$ cat src/pkg/rxos_pkg.sv
// constants for the receive checksum-offload statistics counters
`default_nettype none
package rxos_pkg;

   localparam int RXOS_NUM_CNT = 17;
   // counters below this index count datagrams, the rest count bytes
   localparam int RXOS_NUM_FRM = 3;

   localparam logic [11:0] RXOS_OFS_STAT_COUNTER_CONTROL      = 12'h100;
   localparam logic [11:0] RXOS_OFS_COUNTER_FLAGS             = 12'h208;
   localparam logic [11:0] RXOS_OFS_RX_TCP_BAD_CHECKSUM_DGRAM = 12'h23c;
   localparam logic [11:0] RXOS_OFS_RX_ICMP_GOOD_DGRAM        = 12'h240;
   localparam logic [11:0] RXOS_OFS_RX_ICMP_BAD_CHECKSUM_DGRAM = 12'h244;
   localparam logic [11:0] RXOS_OFS_RX_V4_GOOD_BYTE           = 12'h250;
   localparam logic [11:0] RXOS_OFS_RX_V4_HEADER_FAULT_BYTE   = 12'h254;
   localparam logic [11:0] RXOS_OFS_RX_V4_NO_PAYLOAD_BYTE     = 12'h258;
   localparam logic [11:0] RXOS_OFS_RX_V4_FRAGMENT_BYTE       = 12'h25c;
   localparam logic [11:0] RXOS_OFS_RX_UDP_CHECKSUM_OFF_BYTE  = 12'h260;
   localparam logic [11:0] RXOS_OFS_RX_V6_GOOD_BYTE           = 12'h264;
   localparam logic [11:0] RXOS_OFS_RX_V6_HEADER_FAULT_BYTE   = 12'h268;
   localparam logic [11:0] RXOS_OFS_RX_V6_NO_PAYLOAD_BYTE     = 12'h26c;
   localparam logic [11:0] RXOS_OFS_RX_UDP_GOOD_BYTE          = 12'h270;
   localparam logic [11:0] RXOS_OFS_RX_UDP_BAD_BYTE           = 12'h274;
   localparam logic [11:0] RXOS_OFS_RX_TCP_GOOD_BYTE          = 12'h278;
   localparam logic [11:0] RXOS_OFS_RX_TCP_BAD_BYTE           = 12'h27c;
   localparam logic [11:0] RXOS_OFS_RX_ICMP_GOOD_BYTE         = 12'h280;
   localparam logic [11:0] RXOS_OFS_RX_ICMP_BAD_BYTE          = 12'h284;

   // counter index order: event bit i of the event port feeds counter i
   localparam logic [11:0] RXOS_CNT_OFS [RXOS_NUM_CNT] = '{
      RXOS_OFS_RX_TCP_BAD_CHECKSUM_DGRAM, RXOS_OFS_RX_ICMP_GOOD_DGRAM,
      RXOS_OFS_RX_ICMP_BAD_CHECKSUM_DGRAM, RXOS_OFS_RX_V4_GOOD_BYTE,
      RXOS_OFS_RX_V4_HEADER_FAULT_BYTE, RXOS_OFS_RX_V4_NO_PAYLOAD_BYTE,
      RXOS_OFS_RX_V4_FRAGMENT_BYTE, RXOS_OFS_RX_UDP_CHECKSUM_OFF_BYTE,
      RXOS_OFS_RX_V6_GOOD_BYTE, RXOS_OFS_RX_V6_HEADER_FAULT_BYTE,
      RXOS_OFS_RX_V6_NO_PAYLOAD_BYTE, RXOS_OFS_RX_UDP_GOOD_BYTE,
      RXOS_OFS_RX_UDP_BAD_BYTE, RXOS_OFS_RX_TCP_GOOD_BYTE,
      RXOS_OFS_RX_TCP_BAD_BYTE, RXOS_OFS_RX_ICMP_GOOD_BYTE,
      RXOS_OFS_RX_ICMP_BAD_BYTE};

   // byte counters fed by segment length rather than the ip length field
   localparam logic [RXOS_NUM_CNT-1:0] RXOS_SEG_LEN_MASK = 17'h1f880;

   localparam int RXOS_CTRL_GLOBAL_CLR = 0;
   localparam int RXOS_CTRL_STOP_ROLL  = 1;
   localparam int RXOS_CTRL_CLR_ON_RD  = 2;
   localparam int RXOS_CTRL_FREEZE     = 3;
   localparam int RXOS_CTRL_PRESET     = 4;
   localparam int RXOS_CTRL_FULL_HALF  = 5;

   localparam logic [31:0] RXOS_CNT_RESET        = 32'h0000_0000;
   localparam logic [31:0] RXOS_CNT_MAX          = 32'hffff_ffff;
   localparam logic [31:0] RXOS_PRESET_BYTE_HALF = 32'h7fff_f800;
   localparam logic [31:0] RXOS_PRESET_FRM_HALF  = 32'h7fff_fff0;
   localparam logic [31:0] RXOS_PRESET_BYTE_FULL = 32'hffff_f800;
   localparam logic [31:0] RXOS_PRESET_FRM_FULL  = 32'hffff_fff0;

   localparam logic [1:0] RXOS_HTRANS_NONSEQ = 2'h2;
   localparam logic [2:0] RXOS_HSIZE_BYTE    = 3'h0;
   localparam logic [2:0] RXOS_HSIZE_HALF    = 3'h1;

endpackage
`default_nettype wire

$ cat src/hw/rxos_stat_counters.sv
// receive checksum-offload statistics counters with ahb-lite register access
`timescale 1ns/1ps
`default_nettype none

// What this block does
// - count good datagrams whose tcp payload checksum fails, at 0x23c.
// - count good datagrams with a good icmp payload, at 0x240.
// - count good datagrams whose icmp payload checksum fails, at 0x244.
// - add bytes of good ipv4 datagrams with tcp/udp/icmp at 0x250.
// - add ipv4 length field for header-error datagrams at 0x254.
// - add ipv4 length field for datagrams without known payload at 0x258.
// - add ipv4 length field for fragmented datagrams at 0x25c.
// - add udp bytes with checksum disabled at 0x260, no ip header.
// - add bytes of good ipv6 datagrams with tcp/udp/icmpv6 at 0x264.
// - add ipv6 length field for header-error datagrams at 0x268.
// - add ipv6 length field for datagrams without known payload at 0x26c.
// - add bytes of good udp segments at 0x270, no ip header.
// - add bytes of udp segments with checksum errors at 0x274.
// - add good tcp segment bytes at 0x278, bad ones at 0x27c.
// - add good icmp segment bytes at 0x280, bad ones at 0x284.
// - all counters are read-only and zero after reset.
// - preset with full-half 0 loads 0x7fff_f800 bytes, 0x7fff_fff0 frames.
// - preset with full-half 1 loads 0xffff_f800 bytes, 0xffff_fff0 frames.
// - preset trigger bit 4 loads counters and self-clears after one cycle.
// - freeze bit 3 stops event updates; clear-on-read still clears.
// - clear-on-read bit 2 zeroes a counter read through its low byte lane.
// - stop-rollover bit 1 holds a counter at maximum instead of wrapping.
// - global reset bit 0 clears all counters and self-clears after one cycle.
// - counter flag sets at half and at maximum; low-lane read clears it.
module rxos_stat_counters
   import rxos_pkg::*;
#(
   parameter int LEN_W = 16
) (
   input  wire logic                    i_clk,
   input  wire logic                    i_rst_n,
   input  wire logic                    i_hsel,
   input  wire logic [31:0]             i_haddr,
   input  wire logic [1:0]              i_htrans,
   input  wire logic                    i_hwrite,
   input  wire logic [2:0]              i_hsize,
   input  wire logic [31:0]             i_hwdata,
   input  wire logic                    i_hready,
   output logic                         o_hreadyout,
   output logic                         o_hresp,
   output logic [31:0]                  o_hrdata,
   input  wire logic [RXOS_NUM_CNT-1:0] i_cnt_evt,
   input  wire logic [LEN_W-1:0]        i_ip_len,
   input  wire logic [LEN_W-1:0]        i_seg_len,
   output logic [RXOS_NUM_CNT-1:0]      o_cnt_flags
);

   function automatic logic rxos_ofs_match(input logic [31:0] addr,
                                           input logic [11:0] ofs);
      return (addr[11:2] == ofs[11:2]);
   endfunction

   logic [31:0]             cnt_q [RXOS_NUM_CNT];
   logic [31:0]             cnt_d [RXOS_NUM_CNT];
   logic [RXOS_NUM_CNT-1:0] flag_q;
   logic [RXOS_NUM_CNT-1:0] flag_d;
   logic                    stop_roll_q;
   logic                    clr_on_rd_q;
   logic                    freeze_q;
   logic                    full_half_q;
   logic                    global_clr_q;
   logic                    preset_q;
   logic                    wr_pend_q;
   logic [31:0]             wr_addr_q;
   logic                    wr_lane0_q;
   logic [31:0]             hrdata_q;

   // ---- bus address phase decode ----
   wire                     ap_take;
   wire                     rd_take;
   wire                     wr_take;
   wire                     lane0_cov;
   wire                     wr_ctrl;
   wire [RXOS_NUM_CNT-1:0]  addr_hit;
   wire [RXOS_NUM_CNT-1:0]  rd_low_hit;
   wire [31:0]              ctrl_view;
   wire [31:0]              rd_or [RXOS_NUM_CNT+1];

   assign ap_take = i_hsel && i_hready && (i_htrans == RXOS_HTRANS_NONSEQ || i_htrans[1]);
   assign rd_take = ap_take && !i_hwrite;
   assign wr_take = ap_take && i_hwrite;
   // low lane covered by word, low half or byte 0
   assign lane0_cov = (i_hsize == RXOS_HSIZE_BYTE) ? (i_haddr[1:0] == 2'h0) :
                      (i_hsize == RXOS_HSIZE_HALF) ? !i_haddr[1] : 1'b1;
   assign wr_ctrl = wr_pend_q && wr_lane0_q
                    && rxos_ofs_match(wr_addr_q, RXOS_OFS_STAT_COUNTER_CONTROL);

   assign ctrl_view = {26'h0, full_half_q, preset_q, freeze_q, clr_on_rd_q,
                       stop_roll_q, global_clr_q};
   assign rd_or[0] =
      (rxos_ofs_match(i_haddr, RXOS_OFS_STAT_COUNTER_CONTROL) ? ctrl_view : 32'h0) |
      (rxos_ofs_match(i_haddr, RXOS_OFS_COUNTER_FLAGS) ?
       {{(32-RXOS_NUM_CNT){1'b0}}, flag_q} : 32'h0);

   // ---- per-counter datapath ----
   genvar gi;
   generate
      for (gi = 0; gi < RXOS_NUM_CNT; gi = gi + 1) begin : g_cnt
         wire [31:0] amt;
         wire [31:0] base;
         wire [32:0] sum;
         wire [31:0] inc;
         wire [31:0] preset_val;
         wire        bump;
         wire        rd_clr;
         wire        hit_half;
         wire        hit_max;

         assign addr_hit[gi]   = rxos_ofs_match(i_haddr, RXOS_CNT_OFS[gi]);
         assign rd_low_hit[gi] = rd_take && addr_hit[gi] && lane0_cov;
         assign rd_or[gi+1]    = rd_or[gi] | (addr_hit[gi] ? cnt_q[gi] : 32'h0);

         // ip-level counters take the length field
         // segment counters exclude ip header bytes
         if (gi < RXOS_NUM_FRM) begin : g_frm
            assign amt        = 32'h0000_0001;
            assign preset_val = full_half_q ? RXOS_PRESET_FRM_FULL : RXOS_PRESET_FRM_HALF;
         end else begin : g_byte
            assign amt        = RXOS_SEG_LEN_MASK[gi] ?
                                {{(32-LEN_W){1'b0}}, i_seg_len} :
                                {{(32-LEN_W){1'b0}}, i_ip_len};
            assign preset_val = full_half_q ? RXOS_PRESET_BYTE_FULL : RXOS_PRESET_BYTE_HALF;
         end

         // freeze blocks events only, not the clear-on-read
         assign bump   = i_cnt_evt[gi] && !freeze_q;
         // read returns old value, counter restarts from zero
         assign rd_clr = rd_low_hit[gi] && clr_on_rd_q;
         assign base   = rd_clr ? RXOS_CNT_RESET : cnt_q[gi];
         assign sum    = {1'b0, base} + {1'b0, amt};
         // saturate on carry when stop-rollover is set
         assign inc    = (sum[32] && stop_roll_q) ? RXOS_CNT_MAX : sum[31:0];

         // global clear beats preset, both beat events
         assign cnt_d[gi] = global_clr_q ? RXOS_CNT_RESET :
                            preset_q     ? preset_val :
                            bump         ? inc : base;

         // half crossing, reaching or passing all-ones
         assign hit_half   = bump && !base[31] && inc[31];
         assign hit_max    = bump && ((inc == RXOS_CNT_MAX && base != RXOS_CNT_MAX) || sum[32]);
         // a new hit wins over a clearing read in the same cycle
         assign flag_d[gi] = hit_half || hit_max || (flag_q[gi] && !rd_low_hit[gi]);

         always_ff @(posedge i_clk or negedge i_rst_n) begin
            if (!i_rst_n) begin
               cnt_q[gi] <= RXOS_CNT_RESET;
            end else begin
               cnt_q[gi] <= cnt_d[gi];
            end
         end
      end
   endgenerate

   always_ff @(posedge i_clk or negedge i_rst_n) begin
      if (!i_rst_n) begin
         flag_q <= '0;
      end else begin
         flag_q <= flag_d;
      end
   end

   // ---- control register, written in the data phase ----
   always_ff @(posedge i_clk or negedge i_rst_n) begin
      if (!i_rst_n) begin
         stop_roll_q <= 1'b0;
         clr_on_rd_q <= 1'b0;
         freeze_q    <= 1'b0;
         full_half_q <= 1'b0;
      end else if (wr_ctrl) begin
         stop_roll_q <= i_hwdata[RXOS_CTRL_STOP_ROLL];
         clr_on_rd_q <= i_hwdata[RXOS_CTRL_CLR_ON_RD];
         freeze_q    <= i_hwdata[RXOS_CTRL_FREEZE];
         full_half_q <= i_hwdata[RXOS_CTRL_FULL_HALF];
      end
   end

   // trigger bits live exactly one cycle
   always_ff @(posedge i_clk or negedge i_rst_n) begin
      if (!i_rst_n) begin
         global_clr_q <= 1'b0;
         preset_q     <= 1'b0;
      end else begin
         global_clr_q <= wr_ctrl && i_hwdata[RXOS_CTRL_GLOBAL_CLR];
         preset_q     <= wr_ctrl && i_hwdata[RXOS_CTRL_PRESET];
      end
   end

   // ---- bus phase tracking and read data ----
   // read data is sampled at the address edge so the clearing read still
   // returns the pre-clear value with zero wait states
   always_ff @(posedge i_clk or negedge i_rst_n) begin
      if (!i_rst_n) begin
         wr_pend_q  <= 1'b0;
         wr_addr_q  <= 32'h0;
         wr_lane0_q <= 1'b0;
         hrdata_q   <= 32'h0;
      end else begin
         wr_pend_q  <= wr_take;
         wr_addr_q  <= wr_take ? i_haddr : wr_addr_q;
         wr_lane0_q <= wr_take && lane0_cov;
         hrdata_q   <= rd_take ? rd_or[RXOS_NUM_CNT] : 32'h0;
      end
   end

   assign o_hreadyout = 1'b1;
   assign o_hresp     = 1'b0;
   assign o_hrdata    = hrdata_q;
   assign o_cnt_flags = flag_q;

endmodule
`default_nettype wire

$ cat config.mk
export PLATFORM = sky130hd
export DESIGN_NAME = rxos_stat_counters
export DESIGN_NICKNAME = d
export VERILOG_FILES = /design/src/pkg/rxos_pkg.sv /design/src/hw/rxos_stat_counters.sv
export SDC_FILE = /design/constraint.sdc
export NUM_CORES = 2
export LEC_CHECK = 0
export ABC_AREA = 1
export BUFFER_PORTS_ARGS = -buffer_cell sky130_fd_sc_hd__clkbuf_2
export CELL_PAD_IN_SITES_DETAIL_PLACEMENT = 1
export CELL_PAD_IN_SITES_GLOBAL_PLACEMENT = 2
export CORE_ASPECT_RATIO = 0.8
export CORE_UTILIZATION = 37
export CTS_CLUSTER_SIZE = 28
export DETAILED_ROUTE_END_ITERATION = 6
export PLACE_DENSITY = 0.88
export SLEW_MARGIN = 20
export SYNTH_ARGS = -nofsm -noshare
export SYNTH_HDL_FRONTEND = slang
export SYNTH_SLANG_ARGS = --single-unit
$ cat constraint.sdc
create_clock -name i_clk -period 10.7 [get_ports i_clk]
set_input_delay 1.605 -clock i_clk [delete_from_list [all_inputs] [get_ports i_clk]]
set_output_delay 1.605 -clock i_clk [all_outputs]
set_load 0.005 [all_outputs]
* Word-level counts from Yosys, hierarchy flattened
Index checks and enable logic that the tools add are counted.
** Cells by class
- Add/subtract/negate cells :: 17
- Multipliers :: 0
- Divide/modulo/power cells :: 0
- $lt $le $gt $ge :: 0
- Eq/ne operators :: 56
- Shifts and indexed selects :: 0
- Muxes and demuxes :: 109
- Bitwise operators :: 18
- Reduce and logical (&&, ||, !) cells :: 270
** Operator list (count)
- $mux W32 :: 105
- $eq A32 B32 Y1 const B :: 17
- $ne A32 B32 Y1 const B :: 17
- $or A32 B32 Y32 :: 16
- $add A32 B16 Y33 :: 14
- $eq A10 B8 Y1 const B :: 18
- $logic_and A1 B1 Y1 :: 179
- $add A32 B1 Y33 const B :: 3
- $logic_or A1 B1 Y1 :: 52
- $logic_not A1 Y1 :: 37
- $or A17 B32 Y32 :: 1
- $eq A10 B7 Y1 const B :: 2
- $mux W17 :: 1
- $or A6 B17 Y17 :: 1
- $mux W6 :: 1
- $eq A3 B1 Y1 const B :: 1
- $logic_not A3 Y1 :: 1
- $eq A2 B2 Y1 const B :: 1
- $logic_not A2 Y1 :: 1
- $mux W1 :: 2
** Word-level totals
- Register bits after elaboration :: 613
- Latch bits :: 0
- Memory bits (writable) :: 0
- Bits in read-only memories :: 0
- Bits of input ports :: 123
- Output and inout port bits :: 51
- Word-level logic and storage cells :: 498
- Memories kept :: 0

* Depth between registers and ports, before layout
- Depth after elaboration :: 21
- Mapped depth :: 32
- Gate-level depth less buffers :: 30

* Worst setup path after synthesis
OpenSTA, ideal clock, no wires.
- Path kind :: input-to-reg
- From :: in i_haddr[10]
- To :: reg flag_q[4], in the netlist o_cnt_flags[4]
- Library setup time :: 121 ps
- Arrival :: 4967 ps
- Data required time :: 10579 ps
- Slack :: 5612 ps
- Cell stages on the path :: 28
- Buffers on the path :: 3
- Cells stage by stage :: inv_1 nand2_1 nor2_1 nand3_1 nor3_1 clkbuf_1 clkbuf_1 nor2_1 ha_1 a21oi_1 inv_1 nand4_1 nand2_1 inv_1 nand2_1 nand2_1 nand2_4 nand3_2 buf_2 nand2_1 nor2_1 nor2_1 nand2_1 nor2_1 nand2_1 nand2_1 nand2_1 nand2_1
** Between the ends
- Longest elaborated chain between the ends :: 14
- Elaborated cells on any way between the ends :: 20
- Classes of those cells :: 1 x add/sub; 3 x eq/ne; 2 x mux; 14 x reduce/logical
** Ends and longest elaborated chain
- from (decl) :: line rxos_stat_counters.sv:38 : input wire logic [31:0] i_haddr,
- $eq A10 B8 Y1 * :: line rxos_stat_counters.sv:55 : return (addr[11:2] == ofs[11:2]);
- $logic_and A1 B1 Y1 * (2 in series) :: line rxos_stat_counters.sv:115 : assign rd_low_hit[gi] = rd_take && addr_hit[gi] && lane0_cov;
- $logic_and A1 B1 Y1 :: line rxos_stat_counters.sv:133 : assign rd_clr = rd_low_hit[gi] && clr_on_rd_q;
- $mux W32 :: line rxos_stat_counters.sv:134 : assign base = rd_clr ? RXOS_CNT_RESET : cnt_q[gi];
- $add A32 B16 Y33 :: line rxos_stat_counters.sv:135 : assign sum = {1'b0, base} + {1'b0, amt};
- $logic_and A1 B1 Y1 :: line rxos_stat_counters.sv:137 : assign inc = (sum[32] && stop_roll_q) ? RXOS_CNT_MAX : sum[31:0];
- $mux W32 :: line rxos_stat_counters.sv:137
- $eq A32 B32 Y1 :: line rxos_stat_counters.sv:146 : assign hit_max = bump && ((inc == RXOS_CNT_MAX && base != RXOS_CNT_MAX) || sum[32]);
- $logic_and A1 B1 Y1 :: line rxos_stat_counters.sv:146
- $logic_or A1 B1 Y1 :: line rxos_stat_counters.sv:146
- $logic_and A1 B1 Y1 :: line rxos_stat_counters.sv:146
- $logic_or A1 B1 Y1 :: line rxos_stat_counters.sv:148 : assign flag_d[gi] = hit_half || hit_max || (flag_q[gi] && !rd_low_hit[gi]);
- $logic_or A1 B1 Y1 * :: line rxos_stat_counters.sv:148
- net flag_d[4] :: line rxos_stat_counters.sv:61 : logic [RXOS_NUM_CNT-1:0] flag_d;
- to (signal assigned) :: line rxos_stat_counters.sv:164 : flag_q <= flag_d;
- to (decl) :: line rxos_stat_counters.sv:60 : logic [RXOS_NUM_CNT-1:0] flag_q;
Mark *: on every way through the listed nets, which the timed path passes. The rest lies on a longest branch.
A chain may end at the register's enable or synchronous reset.

* Worst setup path in the final report
- From :: in i_hwrite
- To :: reg flag_q[11], in the netlist o_cnt_flags[11]
** Between the ends
- Longest elaborated chain between the ends :: 15
- Elaborated cells on any way between the ends :: 21
- Classes of those cells :: 1 x add/sub; 2 x eq/ne; 2 x mux; 16 x reduce/logical
** Ends and longest elaborated chain
- from (decl) :: line rxos_stat_counters.sv:40 : input wire logic i_hwrite,
- $logic_not A1 Y1 * :: line rxos_stat_counters.sv:85 : assign rd_take = ap_take && !i_hwrite;
- $logic_and A1 B1 Y1 * :: line rxos_stat_counters.sv:85
- $logic_and A1 B1 Y1 * (2 in series) :: line rxos_stat_counters.sv:115
- $logic_and A1 B1 Y1 :: line rxos_stat_counters.sv:133
- $mux W32 :: line rxos_stat_counters.sv:134
- $add A32 B16 Y33 :: line rxos_stat_counters.sv:135
- $logic_and A1 B1 Y1 :: line rxos_stat_counters.sv:137
- $mux W32 :: line rxos_stat_counters.sv:137
- $eq A32 B32 Y1 :: line rxos_stat_counters.sv:146
- $logic_and A1 B1 Y1 :: line rxos_stat_counters.sv:146
- $logic_or A1 B1 Y1 :: line rxos_stat_counters.sv:146
- $logic_and A1 B1 Y1 :: line rxos_stat_counters.sv:146
- $logic_or A1 B1 Y1 :: line rxos_stat_counters.sv:148
- $logic_or A1 B1 Y1 * :: line rxos_stat_counters.sv:148
- net flag_d[11] :: line rxos_stat_counters.sv:61
Marks and branches as above.

==> metrics <==
Cell Pwr Density=just under 300 mW/mm^2; Final period util=0.668; status=completed; routability congestion estimate=approximately 1.0; Syn Area/Cell=5.75 sq um; Starting Density=0.373; warnings from Yosys=0; kind of critical path=in -> reg; post-synthesis sequential area ratio=0.235; PortBufs=around 120; total gr overflow=0; PostCTS Resize Cnt=0; Clock Latency Late Sink=760 ps; Layout area overhead=8.65%; cts hold-fix bufs=0; clock network fraction of total power=0.149; Routed WL per cell=roughly 29 um; Crit. Startpoint=i_hwrite; CP max FO=between 40 and 50; vias=81,852; First DRT Iteration DRCs=roughly 9,000; top cells by area, synth=dfrtp_1 23%, nand2_1 20%, inv_1 10%; Initial DRT Pass Iterations=6; Die Span X=approximately 470 um; register bit total from synthesis=slightly above 600; FF-to-FF Start=clr_on_rd_q; Worst Path Required=11,380 ps; Clock Path Buffers=3; global-route wire length before repair=560,000 um; Worst setup SP type=input pin; Post CTS Setup Buffer Count=0; Residual DRC=0; Slew Viols, Final=0; TritonCTS clock tree=yes; CTS clock-pin slew for the worst setup and hold paths=~70 ps; HP Start=wr_addr_q[9]; slowest stage cell, crit path=nand3_1; top layer in use=met5; final WL=393,000 um; num rows=approximately 140; detailed placement HPWL=312,000 um; Final ANT Viol Nets=0; Met2 Wirelength=approximately 160,000 um; CTS Buf Count=86; CP Data Arrival Time=between 7000 and 8000 ps; max cap viols=0; internal power=8.58 mW; Final setup viols=0; setup TNS=0 ps; Sequential Power Share=0.233; most frequent cell after synthesis=nand2_1; share of cells above drive strength 1=0.0570; delay of the slowest cell on the worst path=approximately 790 ps; IO Count=about 170; EDFF count, synth=0; Root Buffer=clkbuf_16; Sw Pwr=12.1 mW; syn nets=around 12,000; Hold WS=around 500 ps; worst-margin pin slew=around 1300 ps; Period minus WS final=between 7000 and 8000 ps; RSZ-0062 raised after global routing=false; Tot GR Track Use=0.431; largest net degree at the start of global routing=~120; vias in the first global route=between 70,000 and 80,000; Mapped Area=roughly 0.065 sq mm; initial antenna violation count=39; WL met3=41,900 um; die height=377 um; Unique masters post-synth=63; dpl cells=approximately 13,000; Most used DFF post-synth=dfrtp_1; Slew HR=0.159; area leader, netlist=dfrtp_1; vias per std cell=6.00; Gate power share=0.618; critical path endpoint category=register; synth cell count leaders=3,431 x nand2_1, 1,786 x inv_1, 1,166 x nand3_1; H-Tree Depth=3; Post-layout nets=between 10,000 and 15,000; Core Area=~0.17 sq mm; Clock Skew=approximately 32 ps; Metal-1 WL=170,000 um; clock sinks=a little over 600; number of non-filler instances in the completed layout=13,636; area share of the largest cell type after synthesis=0.235; switch share=0.585; Post-synth ARST share=1.00; leak pwr=approximately 38 nW; Final Hold Vio Count=0; Peak Freq=around 140 MHz; Mapped Cells=approximately 11,000; Crit path top cell by count=nand2_1; die area=about 0.18 sq mm; maximum vdd ir drop=~0.12 mV; Hold Crit Class=reg -> reg
-- placed cells by master (no fill, tap or decap), types with 30 or more instances in the layout --
cell	count
buf_4	101
inv_2	42
nand3_2	59
o211ai_1	87
o22ai_1	78
nand2_1	3430
nor4_1	36
nand3b_1	91
o31ai_1	57
o21ai_1	46
nor2_2	30
xnor2_1	65
ha_1	157
or2_2	33
nor2_1	1090
a221oi_1	79
nand2_2	32
nand3_1	1166
dfrtp_1	607
o21ai_0	555
clkbuf_16	87
o21bai_1	36
a21oi_1	677
clkbuf_2	123
nand4_1	271
nor3_1	138
xor2_1	64
inv_1	1786
-- power groups by stage --
| stage | sequential, mW | clock (mW) | combinational (mW) |
|---|---|---|---|
| after detailed placement | 4.71 | 0 | 12.3 |
| after global placement | 4.69 | 0 | 12.0 |
| after floorplan | 3.70 | 0 | 8.59 |
| final | 4.81 | 3.08 | 12.8 |
| after global routing | 4.78 | 3.18 | 14.1 |
| after CTS | 4.68 | 3.11 | 12.4 |
-- worst max-delay path, delay by kind of cell --
| kind | cells | cell delay, ps |
|---|---|---|
| adder cells (fa/ha/maj) | 1 | 130 |
| AND/OR/NAND/NOR | 18 | 3790 |
| buffers and inverters | 7 | 1240 |
| AO/OA/AOI/OAI | 2 | 960 |
-- logic make-up (layout without fill, tap and decap cells) --
kind of cell | Yosys count | in the layout | synth area share
AOI/OAI and AO/OA | 1740 | 1740 | 0.153
xor gates and xnor gates | 129 | 129 | 0.0174
adders and majority gates | 157 | 157 | 0.0302
buffers and inverters | 2227 | 2236 | 0.134
DFF | 611 | 611 | 0.235
muxes | 4 | 4 | 0.000692
other | 2 | 21 | 0.000115
and+or+nand+nor | 6445 | 6445 | 0.430
-- final timing paths --
path                                   end  slack (ps)  cells after the start
hold / removal                wr_addr_q[9]         500                      2
setup reg to reg           o_cnt_flags[11]        4970                     24
hold reg to reg               wr_addr_q[9]         500                      2
max in group asynchronous     global_clr_q        7630                      3
setup / recovery           o_cnt_flags[11]        3550                     28
min in group asynchronous       cnt_q[181]         770                      1
-- final cells by class --
type,count,area (sq um)
fill,24022,104000
multi-input combinational,8477,41200
sequential,611,15300
inverter,1849,6950
tap,2293,2870
clock buffer,121,2510
timing repair buffer,232,1470
clock inverter,34,357
antenna,19,47.5
-- layer usage --
metal / track usage / vias up
li1: - / 36616
met1: 0.592 / 40423
met4: 0.233 / 32
met5: 0 / -
met3: 0.113 / 838
met2: 0.609 / 3943
-- flip-flops by register name, indices dropped and copies added, names as in the netlist --
register	cells
global_clr_q	1
preset_q	1
wr_addr_q	10
cnt_q	544
freeze_q	1
clr_on_rd_q	1
wr_pend_q	1
stop_roll_q	1
o_hrdata	32
full_half_q	1
o_cnt_flags	17
wr_lane0_q	1
-- stage by stage --
step | setup slack (ps) | util | instance area [sq um] | power (mW)
after detailed placement | 3080 | 0.388 | 67700 | 17.0
after global placement | 3170 | 0.388 | 67700 | 16.7
after CTS | 3830 | 0.405 | 70600 | 20.2
after floorplan | 5610 | - | 65100 | 12.3
after global routing | 3300 | 0.405 | 70700 | 22.0
final | 3550 | 0.405 | 70700 | 20.7
Note: power is estimated with default switching activity, not from simulation.
